==> src/design/dpr_pkg.sv <==
// constants and carrier types for the dds profile and control registers
package dpr_pkg;

    // register addresses as seen behind the serial control port
    localparam int              ADDR_W     = 5;
    localparam logic [ADDR_W-1:0] ADDR_CTRL  = 5'h00;
    localparam logic [ADDR_W-1:0] ADDR_PROF6 = 5'h0c;
    localparam logic [ADDR_W-1:0] ADDR_PROF7 = 5'h0d;

    // profile register layout
    localparam int REG_W    = 64;
    localparam int POW_W    = 14;
    localparam int FTW_W    = 48;
    localparam int PROF_W   = POW_W + FTW_W;

    // control function one layout
    localparam int CTRL_W        = 32;
    localparam int CTRL_STORE_W  = 24;
    localparam int BIT_LOCK_ERR  = 24;
    localparam int BIT_RR_RELOAD = 23;
    localparam int BIT_AC_FREQ   = 22;
    localparam int BIT_AC_PHASE  = 21;
    localparam int BIT_SINE      = 20;
    localparam int BIT_AUTO_SYNC = 3;
    localparam int BIT_SW_SYNC   = 2;
    localparam int BIT_HW_SYNC   = 1;
    localparam logic [CTRL_STORE_W-1:0] CTRL_RESET = 24'h000000;

    // sync clock is the system clock divided by four
    localparam int         SYNC_CNT_W = 2;
    localparam logic [1:0] SYNC_ZERO  = 2'h0;
    localparam logic [1:0] SYNC_LAST  = 2'h3;
    localparam logic [1:0] SYNC_STEP  = 2'h1;
    localparam logic [1:0] SYNC_ADV   = 2'h2;

    // pin input synchroniser lanes
    localparam int         PIN_N    = 3;
    localparam int         PIN_LOCK = 0;
    localparam int         PIN_SYNC = 1;
    localparam int         PIN_UPD  = 2;
    localparam logic [2:0] PIN_INIT = 3'h1;

    // role of the shared lock / sync pin
    typedef enum logic [2:0] {
        PIN_LOCK_OUT    = 3'b001,
        PIN_SYNC_AUTO   = 3'b010,
        PIN_SYNC_MANUAL = 3'b100
    } dpr_pin_mode_e;

    // one profile: phase offset on top, tuning word below
    typedef struct packed {
        logic [POW_W-1:0] phase_offset_word;
        logic [FTW_W-1:0] frequency_tuning_word;
    } dpr_profile_s;

    localparam dpr_profile_s PROF_RESET = 62'h0;

    // one decoded register transaction from the serial port
    typedef struct packed {
        logic              wr;
        logic              rd;
        logic [ADDR_W-1:0] addr;
        logic [REG_W-1:0]  wdata;
    } dpr_req_s;

endpackage

==> src/design/dpr_sync3.sv <==
// three flop pin synchroniser with agreement filter
`timescale 1ns/1ps
`default_nettype none
module dpr_sync3 #(
    parameter int           W    = 1,
    parameter logic [W-1:0] INIT = '0
) (
    // clock and reset
    input  wire logic         clk_i,
    input  wire logic         rst_n_i,
    // raw pins in, filtered levels out
    input  wire logic [W-1:0] d_i,
    output var  logic [W-1:0] q_o
);
    genvar g;
    generate
        for (g = 0; g < W; g++) begin : g_lane
            logic s1_reg;
            logic s2_reg;
            logic s3_reg;
            // first stage feeds only the second; filter looks at 2 and 3
            always_ff @(posedge clk_i or negedge rst_n_i) begin
                if (!rst_n_i) begin
                    s1_reg <= INIT[g];
                    s2_reg <= INIT[g];
                    s3_reg <= INIT[g];
                    q_o[g] <= INIT[g];
                end else begin
                    s1_reg <= d_i[g];
                    s2_reg <= s1_reg;
                    s3_reg <= s2_reg;
                    if (s2_reg == s3_reg) begin
                        q_o[g] <= s3_reg;
                    end
                end
            end
        end
    endgenerate
endmodule
`default_nettype wire

==> src/design/dpr_regs.sv <==
// profile six/seven and control function one register bank
`timescale 1ns/1ps
`default_nettype none
// Notes on behaviour
// - profiles are 62 bits: 14-bit phase offset on top, 48-bit tuning word.
// - read-only bit 24 is set whenever the loop loses lock.
// - lock error stays set until a control readback clears it.
// - in either sync mode the shared pin is the sync input.
// - ramp rate down counter on sync clock, loaded each sweep step.
// - with bit 23 clear, reload only when the countdown completes.
// - with bit 23 set, update strobe during sweep restarts the countdown.
// - bit 22 makes each update clear the frequency accumulator one period.
// - bit 21 makes each update clear the phase accumulator one period.
// - bit 20 picks sine when one, cosine when zero.
// - bit 3 slaves the sync clock to the sync input.
// - bit 1 advances sync clock one system clock per sync rising edge.
module dpr_regs #(
    parameter int RR_W = 16
) (
    // clock and reset
    input  wire logic                 clk_i,
    input  wire logic                 rst_n_i,
    // decoded register access
    input  wire dpr_pkg::dpr_req_s    req_i,
    output var  logic [63:0]          rdata_o,
    output var  logic                 rdata_valid_o,
    // pins and loop status
    input  wire logic                 pll_lock_i,
    input  wire logic                 lock_sync_i,
    output var  logic                 lock_sync_o,
    output var  logic                 lock_sync_oe_o,
    input  wire logic                 io_update_i,
    // sweep engine side
    input  wire logic                 sweep_active_i,
    input  wire logic [RR_W-1:0]      sweep_ramp_rate_i,
    output var  logic                 sweep_step_o,
    output var  logic                 sync_tick_o,
    // datapath controls
    output var  dpr_pkg::dpr_profile_s profile6_o,
    output var  dpr_pkg::dpr_profile_s profile7_o,
    output var  logic                 sine_select_o,
    output var  logic                 freq_acc_clear_o,
    output var  logic                 phase_acc_clear_o
);
    import dpr_pkg::*;

    logic [PIN_N-1:0]        pin_lvl;
    logic [PIN_N-1:0]        pin_lvl_d_reg;
    logic [CTRL_STORE_W-1:0] ctrl_reg;
    logic                    lock_err_reg;
    logic [SYNC_CNT_W-1:0]   sync_cnt_reg;
    logic [RR_W-1:0]         rr_cnt_reg;

    // pins cross into the register clock through three flops
    dpr_sync3 #(.W(PIN_N), .INIT(PIN_INIT)) u_sync (
        .clk_i   (clk_i),
        .rst_n_i (rst_n_i),
        .d_i     ({io_update_i, lock_sync_i, pll_lock_i}),
        .q_o     (pin_lvl)
    );

    // access decode
    wire wr_ctrl  = req_i.wr && (req_i.addr == ADDR_CTRL);
    wire wr_prof6 = req_i.wr && (req_i.addr == ADDR_PROF6);
    wire wr_prof7 = req_i.wr && (req_i.addr == ADDR_PROF7);
    wire rd_ctrl  = req_i.rd && (req_i.addr == ADDR_CTRL);
    wire dpr_profile_s prof_wval = req_i.wdata[PROF_W-1:0];

    // pin edges and loop state
    wire lock_lvl  = pin_lvl[PIN_LOCK];
    wire sync_rise = pin_lvl[PIN_SYNC] && !pin_lvl_d_reg[PIN_SYNC];
    wire upd_rise  = pin_lvl[PIN_UPD] && !pin_lvl_d_reg[PIN_UPD];

    // pin role; manual mode wins if both sync modes are set
    wire dpr_pin_mode_e pin_mode =
        ctrl_reg[BIT_HW_SYNC]   ? PIN_SYNC_MANUAL :
        ctrl_reg[BIT_AUTO_SYNC] ? PIN_SYNC_AUTO : PIN_LOCK_OUT;

    // register read mux; bits above 24 (control) or 61 (profiles) and unmapped addresses read zero
    wire [REG_W-1:0] ctrl_word = REG_W'({lock_err_reg, ctrl_reg});
    wire [REG_W-1:0] rd_word =
        (req_i.addr == ADDR_CTRL)  ? ctrl_word :
        (req_i.addr == ADDR_PROF6) ? REG_W'(profile6_o) :
        (req_i.addr == ADDR_PROF7) ? REG_W'(profile7_o) : '0;

    // set beats the readback clear so no loss of lock goes unseen
    wire lock_err_next = !lock_lvl || (lock_err_reg && !rd_ctrl);

    // sync clock phase counter; carry out marks a sync clock rising edge
    logic       auto_align;
    logic [1:0] sync_inc;
    logic [2:0] sync_sum;
    always_comb begin
        auto_align = (pin_mode == PIN_SYNC_AUTO) && sync_rise;
        sync_inc   = SYNC_STEP;
        if (((pin_mode == PIN_SYNC_MANUAL) && sync_rise) ||
            (wr_ctrl && req_i.wdata[BIT_SW_SYNC])) begin
            sync_inc = SYNC_ADV;
        end
        sync_sum = {1'b0, sync_cnt_reg} + {1'b0, sync_inc};
    end
    wire [SYNC_CNT_W-1:0] sync_cnt_next =
        auto_align ? SYNC_ZERO : sync_sum[SYNC_CNT_W-1:0];
    wire sync_tick_next = auto_align || sync_sum[SYNC_CNT_W];

    // ramp rate countdown
    wire rr_upd_reload = upd_rise && ctrl_reg[BIT_RR_RELOAD] &&
                         sweep_active_i;
    wire rr_done = sync_tick_o && sweep_active_i &&
                   (rr_cnt_reg == '0);
    wire [RR_W-1:0] rr_cnt_next =
        (rr_upd_reload || rr_done)        ? sweep_ramp_rate_i :
        (sync_tick_o && sweep_active_i)   ? rr_cnt_reg - 1'b1 :
                                            rr_cnt_reg;

    // control and profile storage; bit 24 and bit 2 are not stored
    always_ff @(posedge clk_i or negedge rst_n_i) begin
        if (!rst_n_i) begin
            ctrl_reg   <= CTRL_RESET;
            profile6_o <= PROF_RESET;
            profile7_o <= PROF_RESET;
        end else begin
            if (wr_ctrl) begin
                ctrl_reg <= req_i.wdata[CTRL_STORE_W-1:0] &
                            ~(CTRL_STORE_W'(1) << BIT_SW_SYNC);
            end
            if (wr_prof6) begin
                profile6_o <= prof_wval;
            end
            if (wr_prof7) begin
                profile7_o <= prof_wval;
            end
        end
    end

    // readback port and lock flag
    always_ff @(posedge clk_i or negedge rst_n_i) begin
        if (!rst_n_i) begin
            rdata_o       <= '0;
            rdata_valid_o <= 1'b0;
            lock_err_reg  <= 1'b0;
        end else begin
            rdata_valid_o <= req_i.rd;
            if (req_i.rd) begin
                rdata_o <= rd_word;
            end
            lock_err_reg <= lock_err_next;
        end
    end

    // shared pin, sync clock and ramp counter
    always_ff @(posedge clk_i or negedge rst_n_i) begin
        if (!rst_n_i) begin
            pin_lvl_d_reg  <= PIN_INIT;
            lock_sync_o    <= 1'b0;
            lock_sync_oe_o <= 1'b0;
            sync_cnt_reg   <= SYNC_ZERO;
            sync_tick_o    <= 1'b0;
            rr_cnt_reg     <= '0;
            sweep_step_o   <= 1'b0;
            sine_select_o  <= 1'b0;
        end else begin
            pin_lvl_d_reg  <= pin_lvl;
            lock_sync_o    <= lock_lvl;
            lock_sync_oe_o <= (pin_mode == PIN_LOCK_OUT);
            sync_cnt_reg   <= sync_cnt_next;
            sync_tick_o    <= sync_tick_next;
            rr_cnt_reg     <= rr_cnt_next;
            sweep_step_o   <= rr_done;
            sine_select_o  <= ctrl_reg[BIT_SINE];
        end
    end

    // auto-clear pulses, one sync clock period long, per accumulator
    wire [1:0] ac_trig = {upd_rise && ctrl_reg[BIT_AC_PHASE],
                          upd_rise && ctrl_reg[BIT_AC_FREQ]};
    logic [1:0] ac_out;
    genvar c;
    generate
        for (c = 0; c < 2; c++) begin : g_ac
            logic                  clr_reg;
            logic [SYNC_CNT_W-1:0] cnt_reg;
            always_ff @(posedge clk_i or negedge rst_n_i) begin
                if (!rst_n_i) begin
                    clr_reg <= 1'b0;
                    cnt_reg <= SYNC_ZERO;
                end else if (ac_trig[c]) begin
                    clr_reg <= 1'b1;
                    cnt_reg <= SYNC_LAST;
                end else if (clr_reg) begin
                    clr_reg <= (cnt_reg != SYNC_ZERO);
                    cnt_reg <= cnt_reg - 1'b1;
                end
            end
            assign ac_out[c] = clr_reg;
        end
    endgenerate
    assign freq_acc_clear_o  = ac_out[0];
    assign phase_acc_clear_o = ac_out[1];

    // checks
    a_prof_write: assert property (@(posedge clk_i) disable iff (!rst_n_i)
        wr_prof6 |=> profile6_o == $past(prof_wval))
        else $error("profile six did not take the written value");
    a_lock_err_set: assert property (@(posedge clk_i) disable iff (!rst_n_i)
        !lock_lvl |=> lock_err_reg)
        else $error("lock error not set on loss of lock");
    a_lock_err_hold: assert property (@(posedge clk_i) disable iff (!rst_n_i)
        lock_err_reg && !rd_ctrl |=> lock_err_reg)
        else $error("lock error dropped without a readback");
    a_lock_read_wins: assert property (@(posedge clk_i) disable iff (!rst_n_i)
        rd_ctrl && lock_lvl && $past(lock_lvl) |=> !lock_err_reg)
        else $error("readback did not clear lock error while locked");
    a_pin_as_input: assert property (@(posedge clk_i) disable iff (!rst_n_i)
        (ctrl_reg[BIT_AUTO_SYNC] || ctrl_reg[BIT_HW_SYNC]) |=> !lock_sync_oe_o)
        else $error("shared pin driven while in a sync mode");
    a_ramp_step_load: assert property (@(posedge clk_i) disable iff (!rst_n_i)
        rr_done && !rr_upd_reload |=>
            rr_cnt_reg == $past(sweep_ramp_rate_i) && sweep_step_o)
        else $error("ramp counter not reloaded at end of step");
    a_ramp_no_reload: assert property (@(posedge clk_i) disable iff (!rst_n_i)
        !ctrl_reg[BIT_RR_RELOAD] && sweep_active_i && sync_tick_o &&
        rr_cnt_reg != '0 |=> rr_cnt_reg == $past(rr_cnt_reg) - 1'b1)
        else $error("ramp countdown disturbed mid step");
    a_ramp_upd_load: assert property (@(posedge clk_i) disable iff (!rst_n_i)
        rr_upd_reload |=> rr_cnt_reg == $past(sweep_ramp_rate_i))
        else $error("update strobe did not restart the countdown");
    a_freq_clr_len: assert property (@(posedge clk_i) disable iff (!rst_n_i)
        ac_trig[0] |=> freq_acc_clear_o [*4] ##1
            (!freq_acc_clear_o || $past(ac_trig[0])))
        else $error("frequency clear not one sync period long");
    a_phase_clr_off: assert property (@(posedge clk_i) disable iff (!rst_n_i)
        !ctrl_reg[BIT_AC_PHASE] && !phase_acc_clear_o |=> !phase_acc_clear_o)
        else $error("phase clear fired while disabled");
    a_sine_follow: assert property (@(posedge clk_i) disable iff (!rst_n_i)
        wr_ctrl |=> ##1 sine_select_o == $past(req_i.wdata[BIT_SINE], 2))
        else $error("sine select does not follow bit 20");
    a_auto_align: assert property (@(posedge clk_i) disable iff (!rst_n_i)
        auto_align |=> sync_cnt_reg == SYNC_ZERO && sync_tick_o)
        else $error("sync clock not aligned to sync input");
    a_manual_adv: assert property (@(posedge clk_i) disable iff (!rst_n_i)
        pin_mode == PIN_SYNC_MANUAL && sync_rise |=>
            sync_cnt_reg == $past(sync_cnt_reg) + SYNC_ADV)
        else $error("sync clock not advanced by one system clock");
endmodule
`default_nettype wire

==> config.mk <==
export PLATFORM = sky130hd
export DESIGN_NAME = dpr_regs
export DESIGN_NICKNAME = d
export VERILOG_FILES = /design/src/design/dpr_pkg.sv /design/src/design/dpr_sync3.sv /design/src/design/dpr_regs.sv
export SDC_FILE = /design/constraint.sdc
export NUM_CORES = 1
export LEC_CHECK = 0
export ABC_AREA = 1
export ABC_CLOCK_PERIOD_IN_PS = 2740
export BUFFER_PORTS_ARGS = -buffer_cell sky130_fd_sc_hd__buf_2
export CORE_UTILIZATION = 45
export CTS_CLUSTER_SIZE = 40
export DETAILED_ROUTE_END_ITERATION = 8
export GPL_TIMING_DRIVEN = 1
export PLACE_DENSITY = 0.73
export REMOVE_ABC_BUFFERS = 1
export SYNTH_ARGS = -nofsm -noshare
export SYNTH_HDL_FRONTEND = slang
export SYNTH_SLANG_ARGS = --single-unit
==> constraint.sdc <==
create_clock -name clk_i -period 2.74 [get_ports clk_i]
set_input_delay 0.274 -clock clk_i [delete_from_list [all_inputs] [get_ports clk_i]]
set_output_delay 0.274 -clock clk_i [all_outputs]
set_load 0.05 [all_outputs]
==> results of run 1 <==
## power breakdown
part / total (uW) / switching, uW / leakage [uW] / internal [uW]
clock network: 3560 / 1450 / 0.000424 / 2110
registers: 4890 / 503 / 0.00327 / 4390
logic: 3690 / 2710 / 0.00401 / 974
## cell families after synthesis
family	Yosys count	synth area share, %
AOI/OAI and AO/OA	248	11.78
xor gates and xnor gates	4	0.3134
adders and majority gates	9	1.007
buffers and inverters	267	9.568
DFF	254	56.89
other	1	0.03354
and+or+nand+nor	551	20.40
## metrics by stage
| step | worst slack, ps | utilization (%) |
|---|---|---|
| 5_1_grt | 822.9 | 58.74 |
| 3_3_place_gp | 686.4 | 53.11 |
| 4_1_cts | 978.9 | 58.73 |
| 3_5_place_dp | 660.5 | 53.11 |
| 6_report | 1013 | 58.74 |
| 2_1_floorplan | -2342 | - |
## area by class of cell
| type | instances | area, um^2 | area share, % |
|---|---|---|---|
| inverters | 197 | 742.0 | 5.194 |
| well taps | 324 | 405.4 | 2.838 |
| flip-flops and latches | 254 | 6361 | 44.53 |
| repair buffers | 351 | 2135 | 14.94 |
| diodes | 1 | 2.502 | 0.01752 |
| clock buffers | 46 | 817.0 | 5.720 |
| clock inverters | 4 | 48.80 | 0.3416 |
| multi-input cells | 814 | 3774 | 26.42 |
## metal layers
layer,up-vias,wire (um),GRT usage [%]
met2,366,14670,39.50
met4,2,1142,9.309
met5,-,13,0
met1,4629,13170,32.54
li1,4804,-,-
met3,86,2238,5.481
## worst min-delay path by stage
stage | end | startpoint | slack, ps | cells past startpoint
after floorplan | ctrl_reg[0]$_DFFE_PN0N_ | rst_n_i | -20 | 0
after global placement | rr_cnt_reg[2]$_DFFE_PN0P_ | rst_n_i | 330 | 1
after detailed placement | rr_cnt_reg[0]$_DFFE_PN0P_ | rst_n_i | 330 | 1
after CTS | profile6_o[38]$_DFFE_PN0P_ | req_i[38] | 0.1 | 3
after global routing | profile7_o[54]$_DFFE_PN0P_ | req_i[54] | 20 | 3
final | profile6_o[38]$_DFFE_PN0P_ | req_i[38] | 20 | 3
## what timing repair did
action,in CTS,in global routing
hold buffers,50,0
resized for setup,0,0
endpoints found under the hold margin,141,0
## synth_stat cells, drive strengths merged (2+ instances only)
master,count,area [um^2]
nor3,3,15.01
nand2,407,1538
dfstp,4,105.1
o21ai,217,1086
ha,5,62.56
buf,32,185.2
clkbuf,38,142.6
maj3,3,30.03
xnor2,2,17.52
nand3,97,513.0
nor2,39,183.9
nand4,4,25.02
o21bai,5,37.54
xor2,2,17.52
inv,197,742.0
o211ai,24,180.2
dfrtp,250,6256
## worst register-to-register path, delay by kind of cell (launching register included)
kind                       cells  cell delay, ps
AOI/OAI and AO/OA              1             100
adders and majority gates      1             220
buffers and inverters          2             240
DFF                            1             400
and+or+nand+nor                5             660
==> flow_metrics.py, run 1 <==
metrics = {
    "clock_network": {
        "cts_tree": "done",
        "cts_buffers": 27,
        "htree_levels": 1,
        "path_clk_slew_ps": 60,
        "cts.sink_count": 254,
        "cts-root-buf": "clkbuf_16",
        "insertion_delay_ps": 530,
        "cts_setup_buffers": 0,
        "clock_path_buffers": 3,
    },
    "worst_setup_path": {
        "crit_buf_inv": 2,
        "cp_max_fo": 20,
        "path_delay_family": "simple AND/OR/NAND/NOR gates",
        "cp.required_ps": 3150,
        "critPathMaxStageDelay_ps": 400,
        "path_common_cell": "nand2_1",
        "critical_path_arrival_ps": 2140,
        "cp.depth": 9,
        "regToRegSetupSlack_ps": 1010,
        "r2r-end": "rr_cnt_reg[6]$_DFFE_PN0P_",
        "cpMaxStageDelayCell": "dfrtp_1",
        "r2r_cells": 9,
        "worstSetupStartpoint": "rr_cnt_reg[0]$_DFFE_PN0P_",
        "critical_path.cell_chain": "inv_1, ha_1, nand2_1, nor2_2, nand3_4, nand2_4, inv_4, o211ai_1, nand2_1",
        "r2r_start": "rr_cnt_reg[0]$_DFFE_PN0P_",
        "crit_path_end": "rr_cnt_reg[6]$_DFFE_PN0P_",
        "end_kind": "flop",
        "start_kind": "flop",
        "worstSetupPathType": "flop to flop",
    },
    "cells_and_area": {
        "layout_commonest_cell": "nand2_1",
        "drive_above_1_share_pct": 21.85,
        "largestRegisters": "profile6_o x62, profile7_o x62, rdata_o x62",
        "nFillCells": 2145,
        "stdcell_count": 1991,
        "syn_to_final_growth_pct": 27.76,
        "nets": 1744,
        "final_area_um2": 14290,
        "layout.cells.most_common_list": "405 x nand2_1, 283 x buf_2, 250 x dfrtp_1",
    },
    "detailed_routing": {
        "via_per_inst": 4.966,
        "route.detailed.drc": 0,
        "drtIter0Drc": 714,
        "wl_mm": 31.24,
        "vias": 9887,
        "drtPass1Iterations": 5,
        "ant_nets": 0,
        "wl_per_cell_um": 15.69,
    },
    "synthesis": {
        "synth-edff-count": 0,
        "yosysUniqueCellTypes": 34,
        "syn-mean-instance-area_um2": 8.381,
        "synth_cells": 1334,
        "synth-seq-cells": 254,
        "netlist_area_um2": 11180,
        "synth-async-reset-ratio_pct": 100.0,
        "synthFlopType": "dfrtp_1",
        "ys_warn_count": 0,
        "yosysSeqAreaShare_pct": 56.89,
    },
    "timing": {
        "whs_ps": 15.54,
        "fin_skew_ps": 8.505,
        "slew_viol_final": 0,
        "relSlewSlack_pct": 32.14,
        "setup_viol": 0,
        "finalCritPeriodShare_pct": 63.03,
        "post-route-min-period_ps": 1727,
        "rsz0062_at_grt": "false",
        "tightest_slew_ps": 1017,
        "tns_ps": 0,
        "fmax_ghz": 0.5791,
        "hold_viol": 0,
    },
    "place": {
        "placed_area_um2": 12920,
        "numPortBuffers": 284,
        "dp_hpwl_mm": 19.89,
        "dp.cells": 1890,
        "gp_congestion": 0.9073,
    },
    "global_route": {
        "grt_pass1_wl_mm": 50.18,
        "gr-total-overflow": 0,
        "grt_pass1_vias": 9539,
        "grt_usage_pct": 24.56,
        "antenna_found_initial": 3,
        "grt_max_degree": 93,
    },
    "outcome": {
        "status": "finished, final reports clean",
    },
    "die": {
        "core_area_um2": 24320,
        "start_util_pct": 45.97,
        "rows": 57,
        "chipWidth_um": 159.6,
        "die_h_um": 159.6,
        "dieArea_um2": 25480,
        "io_pins": 289,
    },
    "hold_path": {
        "hp-class": "primary input to flop",
    },
    "flow_run": {
        "drv_cap": 0,
    },
    "power": {
        "leakage_uw": 0.007702,
        "power_uw": 12140,
        "irDropWorstVdd_mv": 0.6379,
        "power_density_nw_per_um2": 849.8,
    },
}
(Power assumes the default switching activity.)
==> run 2, diff against run 1 <==
Settings changed: ABC_AREA 1 to 0, ABC_CLOCK_PERIOD_IN_PS 2740 to 1500, PLACE_DENSITY 0.73 to 0.76.
Clock period 2.74 ns to 1.5 ns, I/O delays scaled along.
==> flow_metrics.py, run 2 <==
metrics = {
    "outcome": {
        "status": "finished, violations left",
        "violations": "design-rule violations, negative setup slack",
    },
    "die": {
        "dieArea_um2": 23350,
        "start_util_pct": 46.33,
        "rows": 54,
        "core_area_um2": 22090,
        "die_h_um": 152.8,
        "io_pins": 289,
        "chipWidth_um": 152.8,
    },
    "timing": {
        "tns_ps": -8826,
        "setup_viol": 18,
        "whs_ps": 26.38,
        "fin_skew_ps": 8.535,
        "slew_viol_final": 0,
        "setup_slack_ps": -648.8,
        "fmax_ghz": 0.4654,
        "hold_viol": 0,
        "finalCritPeriodShare_pct": 143.3,
        "rsz0062_at_grt": "true",
        "post-route-min-period_ps": 2149,
    },
    "cells_and_area": {
        "nFillCells": 1572,
        "layout.cells.most_common_list": "281 x buf_2, 250 x dfrtp_1, 124 x mux2_2",
        "largestRegisters": "profile6_o x62, profile7_o x62, rdata_o x62",
        "syn_to_final_growth_pct": 42.98,
        "nets": 1337,
        "drive_above_1_share_pct": 46.77,
        "final_area_um2": 14640,
        "layout_commonest_cell": "buf_2",
    },
    "worst_setup_path": {
        "end_kind": "flop",
        "cp.required_ps": 1970,
        "critical_path_arrival_ps": 2620,
        "worstSetupPathType": "flop to flop",
        "r2r-end": "rr_cnt_reg[14]$_DFFE_PN0P_",
        "crit_path_end": "rr_cnt_reg[14]$_DFFE_PN0P_",
        "regToRegSetupSlack_ps": -650,
        "start_kind": "flop",
        "worstSetupStartpoint": "rr_cnt_reg[9]$_DFFE_PN0P_",
        "r2r_start": "rr_cnt_reg[9]$_DFFE_PN0P_",
        "cp_max_fo": 3,
        "r2r_cells": 5,
    },
    "detailed_routing": {
        "drt-met1-wl_mm": 11.66,
        "top_layer_used": "met4",
        "met3_length_mm": 2.106,
        "drtPass1Iterations": 8,
        "wl_mm": 30.43,
        "route.detailed.drc": 20,
        "wl_per_cell_um": 19.81,
        "ant_nets": 0,
        "vias": 8454,
        "met2_length_mm": 15.66,
        "via_per_inst": 5.504,
        "drtIter0Drc": 550,
    },
    "global_route": {
        "antenna_found_initial": 0,
        "gr-total-overflow": 0,
        "grt_usage_pct": 25.89,
        "grt_max_degree": 79,
        "grt_pass1_vias": 8967,
        "grt_pass1_wl_mm": 48.14,
    },
    "synthesis": {
        "yosysSeqAreaShare_pct": 62.14,
        "synth-edff-count": 0,
        "netlist_top_cells_count": "250 x dfrtp_1, 124 x mux2_2, 76 x nor2_1",
        "synth_top_area_cell": "dfrtp_1",
        "syn-mean-instance-area_um2": 12.91,
        "netlist_area_um2": 10240,
        "synth-async-reset-ratio_pct": 100.0,
        "synthMostInstantiatedCell": "dfrtp_1",
        "synth_cells": 793,
        "synth-seq-cells": 254,
        "synth_area_leaders": "dfrtp_1 61%, mux2_2 14%, a21oi_1 3.3%",
        "ys_warn_count": 0,
        "yosysTopAreaCellShare_pct": 61.12,
        "synthFlopType": "dfrtp_1",
        "yosysUniqueCellTypes": 53,
    },
    "clock_network": {
        "cts-root-buf": "clkbuf_16",
        "path_clk_slew_ps": 60,
        "clock_path_buffers": 3,
        "cts_buffers": 27,
        "htree_levels": 1,
        "cts.sink_count": 254,
        "insertion_delay_ps": 540,
        "cts_tree": "done",
    },
    "power": {
        "power_uw": 22230,
        "leakage_uw": 0.007195,
        "power_density_nw_per_um2": 1519,
        "irDropWorstVdd_mv": 1.178,
    },
    "place": {
        "dp_hpwl_mm": 19.64,
        "gp_congestion": 0.8810,
        "placed_area_um2": 12760,
        "post-place-ws_ps": -706.3,
        "numPortBuffers": 284,
    },
    "flow_run": {
        "drv_cap": 0,
    },
    "hold_path": {
        "hp-class": "primary input to flop",
    },
}
[run 2: cell count changes after synthesis, sizes merged, moves of 23 or more]
cell and delta:
mux2 +147, a21oi +67, a22oi +39, o211ai -23, o21ai -203, inv -184, nor2 +37, buf -24
a222oi +24, nand2 -377, nand3 -92
[run 2: cells by family after synthesis]
family	after synthesis	synth area share (%)
buffers and inverters	63	2.420
AOI/OAI and AO/OA	160	10.55
xor gates and xnor gates	3	0.2567
and+or+nand+nor	152	6.931
other	1	0.03664
adders and majority gates	9	1.100
DFF	254	62.14
muxes	151	16.56
[run 2: worst min-delay path by stage]
stage                                      from                    endpoint  slack, ps  depth (start not counted)
after floorplan                         rst_n_i     ctrl_reg[0]$_DFFE_PN0N_       -150                          0
after detailed placement                rst_n_i   rr_cnt_reg[0]$_DFFE_PN0P_        110                          1
after CTS                  sweep_ramp_rate_i[9]   rr_cnt_reg[9]$_DFFE_PN0P_         10                          4
after global placement                  rst_n_i   rr_cnt_reg[0]$_DFFE_PN0P_        110                          1
final                     sweep_ramp_rate_i[14]  rr_cnt_reg[14]$_DFFE_PN0P_         30                          4
after global routing      sweep_ramp_rate_i[14]  rr_cnt_reg[14]$_DFFE_PN0P_         20                          4
[run 2: area by class of cell]
| class | count | area [um^2] | area share [%] |
|---|---|---|---|
| Antenna cell | 1 | 2.502 | 0.01710 |
| Clock buffer | 40 | 764.5 | 5.224 |
| Clock inverter | 6 | 95.09 | 0.6497 |
| Inverter | 13 | 48.80 | 0.3334 |
| Multi-Input combinational cell | 477 | 3791 | 25.90 |
| Sequential cell | 254 | 6361 | 43.46 |
| Tap cell | 280 | 350.3 | 2.394 |
| Timing Repair Buffer | 465 | 3222 | 22.01 |
[run 2: timing repair]
action,CTS,global route
setup buffers,2,2
endpoints found under the hold margin,417,0
endpoints found under the setup margin,18,25
hold buffers,80,0
pin swaps,13,9
gates resized for setup,24,17
cloned,0,1
[run 2: per-stage QoR]
| stage | utilization [%] | std cells |
|---|---|---|
| 6_report | 66.24 | 1536 |
| 5_1_grt | 66.23 | 1535 |
| 4_1_cts | 65.74 | 1533 |
| 3_5_place_dp | 57.74 | 1405 |
| 3_3_place_gp | 57.74 | 1405 |
| 2_1_floorplan | - | 744 |
[run 2: routing by layer]
layer | vias to the layer above | GRT usage (%)
met5 | - | 0
met1 | 4244 | 30.99
met3 | 92 | 6.124
met2 | 337 | 45.63
met4 | 0 | 9.091
li1 | 3781 | -
[run 2: report_power, final]
group | switching (uW) | total [uW] | internal [uW]
Clock | 2670 | 6530 | 3860
Combinational | 4660 | 6790 | 2120
Sequential | 874 | 8910 | 8040
[run 2: critical path, cell delays in order, from the launching register on]
cell	delay (ps)
dfrtp_1	380
or3_4	380
or4_4	450
or4_4	510
nor4_2	220
a311o_1	150
==> run 3, diff against run 2 <==
Settings changed: PLACE_DENSITY 0.76 to 0.73, SYNTH_HIERARCHICAL set to 1.
==> flow_metrics.py, run 3 <==
metrics = {
    "outcome": {
        "status": "finished, violations left",
        "violations": "negative setup slack",
    },
    "hold_path": {
        "whs_endpoint": "rr_cnt_reg[2]$_DFFE_PN0P_",
        "min_from": "sweep_active_i",
        "whs_path_depth": 4,
        "hp-class": "primary input to flop",
    },
    "place": {
        "gp_congestion": 0.8985,
        "numPortBuffers": 284,
        "placed_area_um2": 12560,
        "dp_hpwl_mm": 18.91,
        "post-place-ws_ps": -269.0,
    },
    "clock_network": {
        "cts-root-buf": "clkbuf_16",
        "path_clk_slew_ps": 60,
        "cts_buffers": 27,
        "cts.sink_count": 254,
        "clock_path_buffers": 3,
        "insertion_delay_ps": 530,
        "htree_levels": 1,
        "cts_tree": "done",
    },
    "synthesis": {
        "synth_area_leaders": "dfrtp_1 61%, mux2_2 13%, mux2_4 2.9%",
        "synth_top_area_cell": "dfrtp_1",
        "yosysTopAreaCellShare_pct": 60.55,
        "netlist_area_um2": 10330,
        "synthMostInstantiatedCell": "dfrtp_1",
        "synth-seq-cells": 254,
        "synth-async-reset-ratio_pct": 100.0,
        "netlist_top_cells_count": "250 x dfrtp_1, 122 x mux2_2, 49 x nor2_1",
        "yosysSeqAreaShare_pct": 61.56,
        "syn-mean-instance-area_um2": 13.01,
        "synth_cells": 794,
        "synthFlopType": "dfrtp_1",
        "ys_warn_count": 6,
        "synth-edff-count": 0,
        "yosysUniqueCellTypes": 46,
    },
    "worst_setup_path": {
        "critical_path.cell_chain": "and4bb_2, nand4b_1, o21ai_4, buf_6, buf_6, nand2_2, o21ai_2",
        "worstSetupStartpoint": "rr_cnt_reg[2]$_DFFE_PN0P_",
        "start_kind": "flop",
        "critPathMaxStageDelay_ps": 390,
        "cpMaxStageDelayCell": "dfrtp_1",
        "worstSetupPathType": "flop to flop",
        "r2r_start": "rr_cnt_reg[2]$_DFFE_PN0P_",
        "r2r_cells": 7,
        "regToRegSetupSlack_ps": -160,
        "r2r-end": "rr_cnt_reg[6]$_DFFE_PN0P_",
        "path_common_cell": "buf_6",
        "critical_path_arrival_ps": 2100,
        "cp_max_fo": 6,
        "cp.required_ps": 1940,
        "end_kind": "flop",
    },
    "cells_and_area": {
        "syn_to_final_growth_pct": 42.06,
        "layout.cells.most_common_list": "282 x buf_2, 250 x dfrtp_1, 122 x mux2_2",
        "layout_commonest_cell": "buf_2",
        "n_antenna_cell": 0,
        "nets": 1317,
        "nFillCells": 1640,
        "largestRegisters": "profile6_o x62, profile7_o x62, rdata_o x62",
        "drive_above_1_share_pct": 48.79,
        "final_area_um2": 14680,
    },
    "flow_run": {
        "drv_cap": 0,
    },
    "detailed_routing": {
        "vias": 8179,
        "drtPass1Iterations": 5,
        "wl_per_cell_um": 19.62,
        "route.detailed.drc": 0,
        "wl_mm": 29.89,
        "via_per_inst": 5.370,
        "drtIter0Drc": 425,
        "ant_nets": 0,
    },
    "global_route": {
        "gr-total-overflow": 0,
        "grt_pass1_wl_mm": 46.92,
        "grt_usage_pct": 25.10,
        "antenna_found_initial": 0,
        "grt_max_degree": 85,
        "grt_pass1_vias": 8690,
    },
    "timing": {
        "whs_ps": 62.54,
        "slew_viol_final": 0,
        "tns_ps": -2202,
        "post-route-min-period_ps": 1662,
        "rsz0062_at_grt": "true",
        "hold_viol": 0,
        "fin_skew_ps": 7.887,
        "setup_slack_ps": -161.9,
        "setup_viol": 18,
        "finalCritPeriodShare_pct": 110.8,
        "fmax_ghz": 0.6017,
    },
    "die": {
        "core_area_um2": 22570,
        "io_pins": 289,
        "dieArea_um2": 23570,
        "die_h_um": 153.5,
        "chipWidth_um": 153.5,
        "rows": 55,
        "start_util_pct": 45.78,
    },
    "power": {
        "power_density_nw_per_um2": 1604,
        "leakage_uw": 0.007237,
        "irDropWorstVdd_mv": 1.666,
    },
}
==> run 3: cell types whose count changed after synthesis, sizes merged, moves of 7 or more <==
| cell | before | now |
|---|---|---|
| inv | 13 | 34 |
| clkbuf | 42 | 26 |
| o22ai | 1 | 24 |
| a222oi | 24 | 0 |
| a21oi | 68 | 39 |
| xor2 | 0 | 7 |
| buf | 8 | 24 |
| a221oi | 1 | 24 |
| nor2 | 76 | 50 |
| o21ai | 14 | 45 |
==> run 3: report_power, final <==
part	switching [uW]	internal [uW]	leakage [uW]
Sequential	955	8100	0.00322
Clock	2700	4740	0.000493
Combinational	4670	2370	0.00352
==> run 3: metal layers <==
layer	up-vias	part of all wire [%]	track usage (%)	wire, um
met5	-	0	0	0
met4	0	2.8	7.762	846
met3	69	8.3	6.905	2468
met2	338	50	43.07	14920
met1	4097	39	30.79	11660
li1	3675	-	-	-
==> run 3: metrics by stage <==
stage | utilization (%) | instances | total power [uW]
5_1_grt | 65.03 | 1523 | 24490
3_5_place_dp | 55.63 | 1379 | 15650
6_report | 65.03 | 1523 | 23540
3_3_place_gp | 55.63 | 1379 | 15490
2_1_floorplan | - | 745 | 13410
4_1_cts | 64.55 | 1521 | 23510
==> run 3: how the worst max path moves through the flow <==
stage / end / depth (start not counted)
floorplan: profile7_o[21]$_DFFE_PN0P_ / 4
global placement: sync_cnt_reg[1]$_DFF_PN0_ / 9
detailed placement: sync_cnt_reg[1]$_DFF_PN0_ / 9
CTS: rr_cnt_reg[14]$_DFFE_PN0P_ / 6
global route: rr_cnt_reg[10]$_DFFE_PN0P_ / 7
finish: rr_cnt_reg[6]$_DFFE_PN0P_ / 7
==> run 3: cell families (layout without fill, tap and decap cells) <==
family | count (synthesis) | after routing | share of synthesized area [%]
compound gates | 172 | 172 | 10.51
xor+xnor | 16 | 16 | 1.356
fa+ha+maj | 9 | 9 | 1.126
buf+inv | 84 | 527 | 3.548
flops | 254 | 254 | 61.56
mux | 147 | 147 | 16.75
other cells | 1 | 2 | 0.03629
simple gates | 111 | 111 | 5.110
==> run 3: layout make-up <==
cell class / instances / area [um^2] / area share, %
timing repair buffer: 444 / 3043 / 20.73
inverter: 34 / 127.6 / 0.8695
tap: 285 / 356.6 / 2.429
clock buffer: 37 / 763.2 / 5.200
sequential: 254 / 6361 / 43.34
multi-input combinational: 457 / 3791 / 25.83
clock inverter: 12 / 235.2 / 1.603
==> run 3: critical path, delay by kind of cell, from the launching register on <==
family / cells / cell delay, ps
flip-flops: 1 / 390
buffers and inverters: 2 / 270
AO/OA/AOI/OAI: 2 / 290
AND/OR/NAND/NOR: 3 / 620
==> run 3: repair_timing <==
action                                  CTS  global route
hold endpoints to repair                416             0
hold buffers                             83             0
pin swaps                                12            14
resized for setup                        40            29
endpoints found under the setup margin   17            18
setup buffers                             6             2
gates cloned                              4             0
